File: src/logic/serial_port_params.svh
// Register map, field codes and timing constants of the serial command port
`ifndef SERIAL_PORT_PARAMS_SVH
`define SERIAL_PORT_PARAMS_SVH
// ****************************************
// Register word indices
// ****************************************
`define REG_CTRL 3'h0
`define REG_STAT 3'h1
`define REG_MASK 3'h2
`define REG_RXD 3'h3
`define REG_TXD 3'h4
`define REG_STATE 3'h5
`define REG_RCMD 3'h6
// ****************************************
// Field codes and reset values
// ****************************************
`define CFG_W 12
`define CFG_RESET 12'h481
`define EVT_W 6
`define PAR_NONE 2'h0
`define PAR_ODD 2'h1
`define FLOW_NONE 2'h0
`define FLOW_SW 2'h1
`define FLOW_RTS 2'h2
`define EOL_CR 2'h0
`define EOL_LF 2'h1
`define CMD_REMOTE 2'h1
`define CMD_LOCAL 2'h2
`define CMD_LOCKOUT 2'h3
`define TXD_EOL_BIT 8
`define RXD_VALID_BIT 8
// ****************************************
// Control characters
// ****************************************
`define CH_ETX 8'h03
`define CH_LF 8'h0a
`define CH_CR 8'h0d
`define CH_XON 8'h11
`define CH_XOFF 8'h13
// ****************************************
// Bit rates in baud and default clock in Hz
// ****************************************
`define BAUD_0 9600
`define BAUD_1 19200
`define BAUD_2 38400
`define BAUD_3 57600
`define BAUD_4 115200
`define CLK_HZ_DEFAULT 50000000
`endif

File: src/logic/serial_port_pkg.sv
// Types shared by the serial command port
package serial_port_pkg;
	typedef enum logic [4:0] {
		S_IDLE = 5'b00001,
		S_START = 5'b00010,
		S_DATA = 5'b00100,
		S_PAR = 5'b01000,
		S_STOP = 5'b10000
	} frame_e;
	typedef enum logic [3:0] {
		RL_LOCAL = 4'b0001,
		RL_REMOTE = 4'b0010,
		RL_LLOCK = 4'b0100,
		RL_RLOCK = 4'b1000
	} rl_e;
	typedef struct packed {
		logic pud;
		logic [1:0] line_terminator;
		logic [1:0] flow;
		logic [2:0] baud;
		logic [1:0] parity;
		logic stop2;
		logic data8;
	} cfg_s;
	typedef struct packed {
		logic tx_done;
		logic frame_err;
		logic parity_err;
		logic dev_clear;
		logic line_end;
		logic rx_char;
	} evt_s;
endpackage

File: src/logic/serial_remote_command_port.sv
// Serial remote command port: framer, receive front end and register slave
`timescale 1ns/1ps
`default_nettype none
`include "serial_port_params.svh"
module serial_remote_command_port #(
	parameter int CLK_HZ = `CLK_HZ_DEFAULT,
	parameter logic [1:0] PORT_ID = 2'h0
) (
	input wire logic clk,
	input wire logic nrst,
	input wire logic ce,
	input wire logic [2:0] address,
	input wire logic read,
	input wire logic write,
	input wire logic [31:0] writedata,
	output logic [31:0] readdata,
	output logic waitrequest,
	input wire logic rxd,
	output logic txd,
	input wire logic cts_n,
	output logic rts_n,
	output logic irq,
	output logic dev_clear,
	output serial_port_pkg::rl_e rl_state,
	output logic panel_lock
);
	import serial_port_pkg::*;

	// ****************************************
	// Helpers
	// ****************************************
	// Bit period in clocks for the selected rate
	function automatic logic [15:0] bit_div(input logic [2:0] sel);
		int r;
		case (sel)
			3'h1: r = `BAUD_1;
			3'h2: r = `BAUD_2;
			3'h3: r = `BAUD_3;
			3'h4: r = `BAUD_4;
			default: r = `BAUD_0;
		endcase
		return 16'(CLK_HZ / r);
	endfunction

	// Parity bit over the active data bits
	function automatic logic par_bit(input logic [7:0] d, input cfg_s c);
		logic x;
		x = ^(c.data8 ? d : {1'b0, d[6:0]});
		return (c.parity == `PAR_ODD) ? ~x : x;
	endfunction

	// ****************************************
	// Declarations
	// ****************************************
	cfg_s cfg_q, cfg_d;
	evt_s stat_q, stat_d, mask_q, mask_d, evt;
	rl_e rl_q, rl_d;
	logic [1:0] owner_q, owner_d;
	logic ack_q, ack_d, stall, acc, wr_tx;
	logic [31:0] rdata_q, rdata_d;
	logic [7:0] hold_q, hold_d;
	logic hvalid_q, hvalid_d, xoff_q, xoff_d, dclr_q, dclr_d;
	logic [2:0] rx_s_q, cts_s_q;
	logic rx_line_q, cts_line_q;
	frame_e rx_st_q, rx_st_d, tx_st_q, tx_st_d;
	logic [15:0] rx_cnt_q, rx_cnt_d, tx_cnt_q, tx_cnt_d, div;
	logic [2:0] rx_idx_q, rx_idx_d, tx_idx_q, tx_idx_d;
	logic [7:0] rx_sh_q, rx_sh_d, tx_sh_q, tx_sh_d;
	logic rx_perr_q, rx_perr_d, rx_done, rx_ok, rx_ferr;
	logic [2:0] last_idx;
	logic tx_q, tx_d, tpend_q, tpend_d, tx_go, tx_end;
	logic [7:0] tbyte_q, tbyte_d;
	logic [1:0] teol_q, teol_d;

	// Counters run down to zero inclusive, so reload with one less than the bit time
	assign div = bit_div(cfg_q.baud) - 16'h1;
	assign last_idx = cfg_q.data8 ? 3'h7 : 3'h6;

	// ****************************************
	// Pin synchronisers
	// ****************************************
	// Three stages; a level counts only once the last two agree
	always_ff @(posedge clk) begin
		if (!nrst) begin
			rx_s_q <= 3'h7;
			cts_s_q <= 3'h7;
			rx_line_q <= 1'b1;
			cts_line_q <= 1'b1;
		end else if (ce) begin
			rx_s_q <= {rx_s_q[1:0], rxd};
			cts_s_q <= {cts_s_q[1:0], cts_n};
			if (rx_s_q[1] == rx_s_q[2]) rx_line_q <= rx_s_q[2];
			if (cts_s_q[1] == cts_s_q[2]) cts_line_q <= cts_s_q[2];
		end
	end

	// ****************************************
	// Receiver
	// ****************************************
	// Samples mid-bit; a false start drops back to idle
	always_comb begin
		rx_st_d = rx_st_q;
		rx_cnt_d = rx_cnt_q;
		rx_idx_d = rx_idx_q;
		rx_sh_d = rx_sh_q;
		rx_perr_d = rx_perr_q;
		rx_done = 1'b0;
		rx_ferr = 1'b0;
		if (rx_st_q != S_IDLE && rx_cnt_q != 16'h0) rx_cnt_d = rx_cnt_q - 16'h1;
		case (rx_st_q)
			S_IDLE: begin
				if (!rx_line_q) begin
					rx_st_d = S_START;
					rx_cnt_d = {1'b0, div[15:1]};
					rx_perr_d = 1'b0;
					rx_sh_d = 8'h0;
				end
			end
			S_START: if (rx_cnt_q == 16'h0) begin
				rx_st_d = rx_line_q ? S_IDLE : S_DATA;
				rx_cnt_d = div;
				rx_idx_d = 3'h0;
			end
			S_DATA: if (rx_cnt_q == 16'h0) begin
				rx_sh_d[rx_idx_q] = rx_line_q;
				rx_cnt_d = div;
				rx_idx_d = rx_idx_q + 3'h1;
				if (rx_idx_q == last_idx) rx_st_d = (cfg_q.parity == `PAR_NONE) ? S_STOP : S_PAR;
			end
			S_PAR: if (rx_cnt_q == 16'h0) begin
				rx_perr_d = rx_line_q != par_bit(rx_sh_q, cfg_q);
				rx_st_d = S_STOP;
				rx_cnt_d = div;
			end
			S_STOP: if (rx_cnt_q == 16'h0) begin
				rx_st_d = S_IDLE;
				rx_done = 1'b1;
				rx_ferr = !rx_line_q;
			end
			default: rx_st_d = S_IDLE;
		endcase
	end
	assign rx_ok = rx_done && !rx_ferr && !rx_perr_q;

	always_ff @(posedge clk) begin
		if (!nrst) begin
			rx_st_q <= S_IDLE;
			rx_cnt_q <= 16'h0;
			rx_idx_q <= 3'h0;
			rx_sh_q <= 8'h0;
			rx_perr_q <= 1'b0;
		end else if (ce) begin
			rx_st_q <= rx_st_d;
			rx_cnt_q <= rx_cnt_d;
			rx_idx_q <= rx_idx_d;
			rx_sh_q <= rx_sh_d;
			rx_perr_q <= rx_perr_d;
		end
	end

	// ****************************************
	// Transmitter
	// ****************************************
	// Suspension is checked only between characters
	assign tx_go = !(cfg_q.flow == `FLOW_SW && xoff_q) && !(cfg_q.flow == `FLOW_RTS && cts_line_q);
	always_comb begin
		tx_st_d = tx_st_q;
		tx_cnt_d = tx_cnt_q;
		tx_idx_d = tx_idx_q;
		tx_sh_d = tx_sh_q;
		tx_d = tx_q;
		tpend_d = tpend_q;
		tbyte_d = tbyte_q;
		teol_d = teol_q;
		tx_end = 1'b0;
		if (wr_tx) begin
			if (writedata[`TXD_EOL_BIT]) begin
				teol_d = {cfg_q.line_terminator != `EOL_CR, cfg_q.line_terminator != `EOL_LF};
			end else begin
				tpend_d = 1'b1;
				tbyte_d = writedata[7:0];
			end
		end
		if (tx_st_q != S_IDLE && tx_cnt_q != 16'h0) tx_cnt_d = tx_cnt_q - 16'h1;
		case (tx_st_q)
			S_IDLE: if ((tpend_q || teol_q != 2'h0) && tx_go) begin
				tx_st_d = S_START;
				tx_cnt_d = div;
				tx_d = 1'b0;
				if (teol_q[0]) begin
					tx_sh_d = `CH_CR;
					teol_d[0] = 1'b0;
				end else if (teol_q[1]) begin
					tx_sh_d = `CH_LF;
					teol_d[1] = 1'b0;
				end else begin
					tx_sh_d = tbyte_q;
					tpend_d = 1'b0;
				end
			end
			S_START: if (tx_cnt_q == 16'h0) begin
				tx_st_d = S_DATA;
				tx_cnt_d = div;
				tx_idx_d = 3'h0;
				tx_d = tx_sh_q[0];
			end
			S_DATA: if (tx_cnt_q == 16'h0) begin
				tx_cnt_d = div;
				tx_idx_d = tx_idx_q + 3'h1;
				tx_d = tx_sh_q[tx_idx_d];
				if (tx_idx_q == last_idx) begin
					tx_st_d = (cfg_q.parity == `PAR_NONE) ? S_STOP : S_PAR;
					tx_d = (cfg_q.parity == `PAR_NONE) ? 1'b1 : par_bit(tx_sh_q, cfg_q);
					tx_idx_d = 3'h0;
				end
			end
			S_PAR: if (tx_cnt_q == 16'h0) begin
				tx_st_d = S_STOP;
				tx_cnt_d = div;
				tx_d = 1'b1;
			end
			S_STOP: if (tx_cnt_q == 16'h0) begin
				tx_cnt_d = div;
				tx_idx_d = 3'h1;
				if (tx_idx_q == 3'h1 || !cfg_q.stop2) begin
					tx_st_d = S_IDLE;
					tx_end = 1'b1;
				end
			end
			default: tx_st_d = S_IDLE;
		endcase
	end

	always_ff @(posedge clk) begin
		if (!nrst) begin
			tx_st_q <= S_IDLE;
			tx_cnt_q <= 16'h0;
			tx_idx_q <= 3'h0;
			tx_sh_q <= 8'h0;
			tx_q <= 1'b1;
			tpend_q <= 1'b0;
			tbyte_q <= 8'h0;
			teol_q <= 2'h0;
		end else if (ce) begin
			tx_st_q <= tx_st_d;
			tx_cnt_q <= tx_cnt_d;
			tx_idx_q <= tx_idx_d;
			tx_sh_q <= tx_sh_d;
			tx_q <= tx_d;
			tpend_q <= tpend_d;
			tbyte_q <= tbyte_d;
			teol_q <= teol_d;
		end
	end
	assign txd = tx_q;
	// Hold full means the host must pause
	assign rts_n = (cfg_q.flow == `FLOW_RTS) ? hvalid_q : 1'b0;

	// ****************************************
	// Bus slave, front end and remote state
	// ****************************************
	// One wait cycle per access; a text write waits while an earlier character or terminator is still pending
	assign stall = write && address == `REG_TXD && (tpend_q || teol_q != 2'h0);
	assign waitrequest = (read || write) && !ack_q;
	assign acc = (read || write) && ack_q;
	assign wr_tx = acc && write && address == `REG_TXD;
	always_comb begin
		cfg_d = cfg_q;
		mask_d = mask_q;
		rl_d = rl_q;
		owner_d = owner_q;
		hold_d = hold_q;
		hvalid_d = hvalid_q;
		xoff_d = xoff_q;
		dclr_d = 1'b0;
		evt = '0;
		ack_d = (read || write) && !ack_q && !stall;
		rdata_d = rdata_q;
		// Character sorting on good frames
		evt.parity_err = rx_done && rx_perr_q;
		evt.frame_err = rx_ferr;
		evt.tx_done = tx_end;
		if (rx_ok) begin
			case (rx_sh_q)
				`CH_ETX: begin
					dclr_d = 1'b1;
					evt.dev_clear = 1'b1;
				end
				`CH_XOFF, `CH_XON: begin
					if (cfg_q.flow == `FLOW_SW) xoff_d = rx_sh_q == `CH_XOFF;
				end
				`CH_CR, `CH_LF: begin
					evt.line_end = 1'b1;
					cfg_d.pud = 1'b0;
					if (!cfg_q.pud) begin
						hold_d = rx_sh_q;
						hvalid_d = 1'b1;
					end
				end
				default: begin
					hold_d = rx_sh_q;
					hvalid_d = 1'b1;
					evt.rx_char = 1'b1;
				end
			endcase
		end
		// Sticky status: a new event beats a clear in the same cycle
		stat_d = stat_q | evt;
		if (ack_d && read) begin
			case (address)
				`REG_CTRL: rdata_d = 32'(cfg_q);
				`REG_STAT: rdata_d = 32'(stat_q);
				`REG_MASK: rdata_d = 32'(mask_q);
				`REG_RXD: rdata_d = 32'({hvalid_q, hold_q});
				`REG_STATE: rdata_d = 32'({owner_q, rl_q, xoff_q, tx_st_q != S_IDLE});
				default: rdata_d = 32'h0;
			endcase
		end
		if (acc && read && address == `REG_RXD) hvalid_d = evt.rx_char || (rx_ok && hvalid_d && hvalid_q == 1'b0);
		if (acc && write) begin
			case (address)
				`REG_CTRL: cfg_d = cfg_s'(writedata[`CFG_W-1:0]);
				`REG_STAT: stat_d = (stat_q & ~evt_s'(writedata[`EVT_W-1:0])) | evt;
				`REG_MASK: mask_d = evt_s'(writedata[`EVT_W-1:0]);
				`REG_RCMD: begin
					case (writedata[1:0])
						`CMD_REMOTE: rl_d = (rl_q == RL_LLOCK) ? RL_RLOCK : ((rl_q == RL_LOCAL) ? RL_REMOTE : rl_q);
						`CMD_LOCKOUT: begin
							if (rl_q == RL_LOCAL || rl_q == RL_REMOTE) owner_d = writedata[3:2];
							rl_d = (rl_q == RL_REMOTE || rl_q == RL_RLOCK) ? RL_RLOCK : RL_LLOCK;
						end
						`CMD_LOCAL: begin
							if (rl_q == RL_REMOTE) rl_d = RL_LOCAL;
							else if (rl_q == RL_RLOCK && writedata[3:2] == owner_q) rl_d = RL_LLOCK;
						end
						default: rl_d = rl_q;
					endcase
				end
				default: cfg_d = cfg_q;
			endcase
		end
	end

	always_ff @(posedge clk) begin
		if (!nrst) begin
			cfg_q <= cfg_s'(`CFG_RESET);
			stat_q <= '0;
			mask_q <= '0;
			rl_q <= RL_LOCAL;
			owner_q <= 2'h0;
			hold_q <= 8'h0;
			hvalid_q <= 1'b0;
			xoff_q <= 1'b0;
			dclr_q <= 1'b0;
			ack_q <= 1'b0;
			rdata_q <= 32'h0;
		end else if (ce) begin
			cfg_q <= cfg_d;
			stat_q <= stat_d;
			mask_q <= mask_d;
			rl_q <= rl_d;
			owner_q <= owner_d;
			hold_q <= hold_d;
			hvalid_q <= hvalid_d;
			xoff_q <= xoff_d;
			dclr_q <= dclr_d;
			ack_q <= ack_d;
			rdata_q <= rdata_d;
		end
	end
	assign readdata = rdata_q;
	assign irq = |(stat_q & mask_q);
	assign dev_clear = dclr_q;
	assign rl_state = rl_q;
	assign panel_lock = rl_q == RL_RLOCK;

	// ****************************************
	// Assertions
	// ****************************************
	AST_CFG_DEFAULT: assert property (@(posedge clk) $past(!nrst) && nrst |-> cfg_q == cfg_s'(`CFG_RESET))
		else $error("config not at default after reset");
	AST_ETX_CLEAR: assert property (@(posedge clk) disable iff (!nrst)
		ce && rx_ok && rx_sh_q == `CH_ETX |=> dev_clear && $stable(hold_q) && stat_q.dev_clear)
		else $error("ctrl-c did not raise a clear or was stored");
	AST_LINE_END: assert property (@(posedge clk) disable iff (!nrst)
		ce && rx_ok && (rx_sh_q == `CH_CR || rx_sh_q == `CH_LF) |=> stat_q.line_end && !cfg_q.pud)
		else $error("line end not flagged");
	AST_PUD_FILTER: assert property (@(posedge clk) disable iff (!nrst)
		ce && rx_ok && cfg_q.pud && rx_sh_q == `CH_LF |=> hold_q == $past(hold_q))
		else $error("terminator stored in protected data");
	AST_XOFF_SUSPEND: assert property (@(posedge clk) disable iff (!nrst)
		ce && rx_ok && rx_sh_q == `CH_XOFF && cfg_q.flow == `FLOW_SW |=> xoff_q)
		else $error("xoff did not suspend");
	AST_NO_START: assert property (@(posedge clk) disable iff (!nrst)
		tx_st_q == S_IDLE && xoff_q && cfg_q.flow == `FLOW_SW |=> tx_st_q == S_IDLE && txd)
		else $error("character started while suspended");
	AST_FRAME_ERR: assert property (@(posedge clk) disable iff (!nrst)
		ce && rx_ferr |=> stat_q.frame_err && rx_st_q == S_IDLE)
		else $error("frame error not flagged");
	AST_REMOTE: assert property (@(posedge clk) disable iff (!nrst)
		ce && acc && write && address == `REG_RCMD && writedata[1:0] == `CMD_REMOTE && rl_q == RL_LOCAL
		|=> rl_q == RL_REMOTE)
		else $error("remote command ignored");
	AST_BUS_WAIT: assert property (@(posedge clk) disable iff (!nrst)
		$rose(read) && ce |-> waitrequest ##1 !waitrequest)
		else $error("read not answered after one wait cycle");
endmodule // serial_remote_command_port
`default_nettype wire

File: config.mk
export PLATFORM = sky130hd
export DESIGN_NAME = serial_remote_command_port
export DESIGN_NICKNAME = d
export VERILOG_FILES = /design/src/logic/serial_port_pkg.sv /design/src/logic/serial_remote_command_port.sv
export VERILOG_INCLUDE_DIRS = /design/src /design/src/logic
export SDC_FILE = /design/constraint.sdc
export NUM_CORES = 1
export LEC_CHECK = 0
export ABC_AREA = 1
export BUFFER_PORTS_ARGS = -buffer_cell sky130_fd_sc_hd__buf_2
export CAP_MARGIN = 20
export CORE_MARGIN = 4
export CORE_UTILIZATION = 50
export CTS_CLUSTER_DIAMETER = 100
export DETAILED_ROUTE_END_ITERATION = 8
export GPL_TIMING_DRIVEN = 1
export PLACE_DENSITY = 0.7
export SLEW_MARGIN = 20
export SYNTH_ARGS = -nofsm -noshare
export SYNTH_HDL_FRONTEND = slang
export SYNTH_SLANG_ARGS = --single-unit
File: constraint.sdc
create_clock -name clk -period 69.2 [get_ports clk]
set_input_delay 13.84 -clock clk [delete_from_list [all_inputs] [get_ports clk]]
set_output_delay 13.84 -clock clk [all_outputs]
set_load 0.05 [all_outputs]
==> run summary, run 1 <==
largest net degree at the start of global routing = 77
final core utilization = 0.524
final setup TNS = 0 ns
Die ar. = 0.0468 sq mm
Worst Tran Pin Value = 1.11 ns
met2 global-route usage = 0.417
CTS buffer count = 17
grt ovf = 0
vias in the first global route = 19800
Setup crit start kind = register
Yosys reg bits = 139
initial core utilization = 0.505
period utilization = 0.611
final instance area = 0.0225 sq mm
max_cap viols = 0
H-tree Lvls = 4
clock root buffer = clkbuf_16
worst-skew pair later-pin latency = 0.43 ns
routed len/inst = 14.7 um
Storage cell area = 0.00278 sq mm
DRT iter0 DRCs = 1866
Vias/cell = 5.41
die width = 216 um
Clock Skew = 0.00871 ns
DP Worst Slack = 27.26 ns
Worst path slowest cell = nor2_1
crit-path max FO = 39
Clk pin slew, worst setup/hold paths = 0.06 ns
antenna viol nets, final = 0
gp weighted congestion = 0.872
Critical Path AT = 42.58 ns
DPL Wire Length = 45.7 mm
n_diodes = 0
DRC errors left = 0
synthesized area = 0.0217 sq mm
Seq/Total Area, Yosys = 0.128
met1 global-route usage = 0.350
multi-input logic area = 0.0161 sq mm
final WL = 59.6 mm
asr flop ratio synth = 0
share of post-route cells with drive strength above 1 = 0.135
hold crit path type = register to register
critical path data required time = 69.52 ns
GRT Overall Usage = 0.250
Slew Limit Fails = 0
Area growth, synth to finish = 3.85%
Hold Vio Cnt, Final = 0
min Tclk post-route = 42.26 ns
slowest stage delay, CP = 0.61 ns
Critical Path End Type = register
final setup fails = 0
Setup Fix Bufs, Post-CTS = 0
cts repair resizes = 0
Syn Inst Count = 3446
number of port buffers = 43
Post-CTS Hold Buffers = 0
I/O Pins = 84
slew margin rel. = 0.255
row cnt = 76
# fillers = 4507
Syn Area/Cell = 6.30 sq um
final layout net count = 3651
CTS tree = built
status = finished, final reports clean
core area = 0.0430 sq mm
commonest non-fill, non-tap cell in the layout = nand2_1
busiest layer in global routing = met2
Die Span Y = 216 um
initial antenna violation count = 1
count of flip-flops with a built-in enable after synthesis = 0
via count = 21900
yosys warns = 0
most frequent cells in the layout = nand2_1, inv_1, nor2_1
final worst setup slack = 26.94 ns
post-synth cell types = 84
clock net sink count = 139
Setup CP Type = register to register
RSZ-0062 raised after global routing = false
Max Root-Sink Buffers = 2
achievable clock frequency = 23.7 MHz
DP Area = 0.0220 sq mm
GRT met3 Usage = 0.0199
first-pass GRT wire length = 99.1 mm
Most common cell on crit path = inv_1
Top FF cell, synth = dfxtp_1
DRT Pass-1 Iters = 6
[cell type report]
| cell class | count | share of cell area |
|---|---|---|
| clock buffers | 17 | 0.0189 |
| clock inverters | 15 | 0.00677 |
| inverters | 498 | 0.0857 |
| repair buffers | 64 | 0.0165 |
| multi-input cells | 2726 | 0.716 |
| flip-flops and latches | 139 | 0.123 |
| well taps | 585 | 0.0325 |
[cell usage after synthesis (53+ instances only)]
library cell,instances,area share
nand3_2,56,0.026
o21ai_0,247,0.057
dfxtp_1,139,0.13
nand3_1,198,0.046
nor2_1,286,0.049
nand2_1,764,0.13
a21oi_1,264,0.061
nand2_4,53,0.028
nand2_2,80,0.023
inv_1,452,0.078
ha_1,163,0.094
xor2_1,92,0.037
nand4_1,72,0.021
[per-stage QoR]
stage          instances  hold WS, ns
6_report            4044        0.457
5_1_grt             4044        0.475
4_1_cts             4044        0.456
3_5_place_dp        4012        0.444
3_3_place_gp        4012        0.440
2_1_floorplan       3470        0.429
[critical path, delay by kind of cell, from the launching register on]
kind | cells | cell delay [ns]
and+or+nand+nor | 101 | 14.54
AOI/OAI and AO/OA | 72 | 13.77
adders and majority gates | 24 | 7.41
buffers and inverters | 41 | 5.54
DFF | 1 | 0.51
xor gates and xnor gates | 1 | 0.26
[registers in the layout (all words and copies together), names as in the netlist, 3 cells and up]
signal and cells:
readdata 12, tx_idx_q 3, cfg_q 12, rx_st_q 5, cts_s_q 3, tx_st_q 5, stat_q 6, rx_s_q 3
rl_state 4, rx_sh_q 8, tbyte_q 8, tx_sh_q 8, rx_idx_q 3, tx_cnt_q 16, hold_q 8, rx_cnt_q 16
mask_q 6
[routing by layer]
metal | wire, um | vias to the layer above | part of all wire
li1 | - | 11400 | -
met1 | 28400 | 9855 | 0.48
met2 | 27000 | 533 | 0.45
met3 | 2810 | 74 | 0.047
met4 | 1380 | 2 | 0.023
met5 | 13 | - | 0.00022
[path summary, 6_finish.rpt]
kind	cells past startpoint	slack (ns)	start	endpoint
worst max-delay path	239	26.94	cfg_q[4]	rx_cnt_q[2]
worst min-delay path	2	0.46	cts_s_q[0]	cts_s_q[0]
worst max register to register	239	26.94	cfg_q[4]	rx_cnt_q[2]
worst min register to register	2	0.46	cts_s_q[0]	cts_s_q[0]
[logic make-up (layout without fill, tap and decap cells)]
group           Yosys count  count (layout)  synth area share
flops                   139             139             0.128
buf+inv                 605             594             0.132
fa+ha+maj               163             163            0.0940
other cells               1              25          0.000173
simple gates           1692            1692             0.401
compound gates          713             713             0.190
xor+xnor                133             133            0.0540
Power of run 1 is not shown: default switching activity piles up to over one toggle a cycle in this logic, so the estimate is an artifact.
==> run 2: changes to the inputs <==
ABC_AREA = 0   (was 1)
clock period = 40.1 ns   (was 69.2 ns; I/O delays follow)
==> run summary, run 2 <==
dominant cells by area after synthesis = dfxtp_1, ha_1, a21oi_1
Setup crit start kind = register
slowest stage delay, CP = 0.45 ns (-0.16 ns)
Die Span Y = 207 um (-4.2%)
routed len/inst = 18.5 um (+26%)
failing checks = negative setup slack
Clk pin slew, worst setup/hold paths = 0.06 ns (about the same)
via count = 24000 (+9.6%)
Setup CP Type = register to register
min Tclk post-route = 40.77 ns (-1.49 ns)
Vias/cell = 6.18 (+14%)
CTS tree = built
Syn Area/Cell = 7.31 sq um (+16%)
asr flop ratio synth = 0 (unchanged)
gp weighted congestion = 0.959 (+9.9%)
DP Area = 0.0249 sq mm (+13%)
post-synth top area share = 0.140 (+0.00818)
core area = 0.0389 sq mm (-9.5%)
max_cap viols = 0 (unchanged)
n_diodes = 0 (unchanged)
final worst setup slack = -0.665 ns (-27.61 ns)
initial core utilization = 0.510 (+0.00463)
biggest area consumer among synthesized cells = dfxtp_1
largest net degree at the start of global routing = 87 (+13%)
Critical Path End Type = register
period utilization = 1.02 (+0.406)
# fillers = 3130 (-31%)
GRT Overall Usage = 0.308 (+0.0583)
hold crit path type = register to register
commonest non-fill, non-tap cell in the layout = buf_4
DRT Pass-1 Iters = 5 (-1)
Clock Skew = 0.00872 ns (+0.00000974 ns)
cell with the most instances after synthesis = nor2_1
clock root buffer = clkbuf_16
I/O Pins = 84 (unchanged)
clock net sink count = 139 (unchanged)
worst-skew pair later-pin latency = 0.43 ns (about the same)
Storage cell area = 0.00279 sq mm (+0.22%)
Top FF cell, synth = dfxtp_1
Most common cell on crit path = o21a_1
slew margin rel. = 0.326 (+0.0712)
Critical R2R Launch = cfg_q[6]
Worst path slowest cell = nor4bb_2
multi-input logic area = 0.0178 sq mm (+10%)
die width = 207 um (-4.2%)
DRT iter0 DRCs = 2017 (+8.1%)
number of port buffers = 43 (unchanged)
CTS buffer count = 17 (unchanged)
Top Registers = rx_cnt_q: 16 flops, tx_cnt_q: 16 flops
row cnt = 72 (-5.3%)
first-pass GRT wire length = 114 mm (+15%)
DPL Wire Length = 52.7 mm (+15%)
R2R cell count = 236 (-1.3%)
final layout net count = 3552 (-2.7%)
most frequent cells in the layout = buf_4, nor2_1, nand2_1
FF-to-FF setup slack = -0.67 ns (-27.61 ns)
antenna viol nets, final = 0 (unchanged)
share of post-route cells with drive strength above 1 = 0.341 (+0.206)
RR Endpoint = rx_cnt_q[1]
count of flip-flops with a built-in enable after synthesis = 0 (unchanged)
initial antenna violation count = 0 (-1)
grt ovf = 0 (unchanged)
DRC errors left = 0 (unchanged)
Critical Path AT = 41.03 ns (-1.55 ns)
Slew Limit Fails = 0 (unchanged)
hold path cells = 2 (unchanged)
Post-synth top cells = nor2_1, nand2_1, a21oi_1
achievable clock frequency = 24.5 MHz (+3.7%)
Max Root-Sink Buffers = 2 (unchanged)
post-synth cell types = 141 (+68%)
Hold Vio Cnt, Final = 0 (unchanged)
H-tree Lvls = 4 (unchanged)
final setup fails = 17 (+17)
Hold EP = tbyte_q[4]
status = complete, but fails checks
final instance area = 0.0275 sq mm (+22%)
Worst Tran Pin Value = 0.985 ns (-0.128 ns)
critical path data required time = 40.37 ns (-29.15 ns)
synthesized area = 0.0198 sq mm (-8.6%)
final core utilization = 0.707 (+0.183)
worst hold slack = 0.463 ns (+0.00577 ns)
crit-path max FO = 7 (-82%)
Syn Inst Count = 2711 (-21%)
Seq/Total Area, Yosys = 0.140 (+0.0121)
Die ar. = 0.0429 sq mm (-8.3%)
vias in the first global route = 23000 (+16%)
final WL = 71.8 mm (+20%)
Area growth, synth to finish = 38.8%
Yosys reg bits = 139 (unchanged)
RSZ-0062 raised after global routing = true
min-delay src = tbyte_q[4]
yosys warns = 0 (unchanged)
final setup TNS = -8.19 ns (-8.19 ns)
[run 2: changes by cell type after synthesis, sizes merged, moves of 56 or more]
cell	before	now
nor2	346	276
mux2i	0	60
nor3	46	104
inv	479	65
nand2	898	268
nand3	275	83
o21ai	280	182
a21o	3	59
[run 2: worst max-delay path: cells and delay by family, from the launching register on]
family | cells | cell delay (ns)
AOI/OAI and AO/OA | 120 | 20.46
xor gates and xnor gates | 2 | 0.35
adders and majority gates | 26 | 6.13
buffers and inverters | 10 | 1.34
DFF | 1 | 0.36
muxes | 5 | 1.43
and+or+nand+nor | 73 | 10.42
[run 2: repair_timing]
action,4_1_cts,5_1_grt
setup buffers,76,73
pin swaps,113,123
resized for setup,75,125
endpoints found under the setup margin,17,17
gates cloned,0,1
hold buffers,0,0
[run 2: how the worst max path moves through the flow]
| stage | start | end | slack, ns | depth (start not counted) |
|---|---|---|---|---|
| global placement | cfg_q[6] | tx_cnt_q[2] | -1.25 | 232 |
| floorplan | cfg_q[6] | rx_cnt_q[0] | -2.51 | 255 |
| CTS | cfg_q[6] | tx_cnt_q[2] | -0.37 | 237 |
| finish | cfg_q[6] | rx_cnt_q[1] | -0.67 | 236 |
| global route | cfg_q[6] | rx_cnt_q[1] | -2.77 | 240 |
| detailed placement | cfg_q[6] | tx_cnt_q[2] | -1.94 | 233 |
[run 2: area by class of cell]
type,instances,area share
Tap cell,518,0.0235
Timing Repair Buffer,722,0.198
Inverter,68,0.00964
Clock buffer,17,0.0155
Multi-Input combinational cell,2399,0.647
Clock inverter,15,0.00541
Sequential cell,139,0.101
[run 2: cells by family (layout without fill, tap and decap cells)]
kind of cell    Yosys count  in the layout  synth area share
simple gates           1055           1055             0.271
compound gates          920            920             0.324
buf+inv                 197            822            0.0466
fa+ha+maj               163            163             0.103
xor+xnor                143            143            0.0632
flops                   139            139             0.140
mux                      93             93            0.0513
other cells               1             25          0.000189
[run 2: stage by stage]
step | setup slack (ns) | instances
detailed placement | -1.94 | 3699
global route | -2.77 | 3878
finish | -0.665 | 3878
floorplan | -2.51 | 2735
global placement | -1.25 | 3699
CTS | -0.371 | 3807
[run 2: layer usage]
layer,vias to the layer above,GRT usage,share of wire
li1,11400,-,-
met4,0,0.119,0.039
met1,11300,0.385,0.41
met2,1002,0.544,0.49
met5,-,0,0
met3,217,0.0352,0.058
Power of run 2 is left out for the same reason.
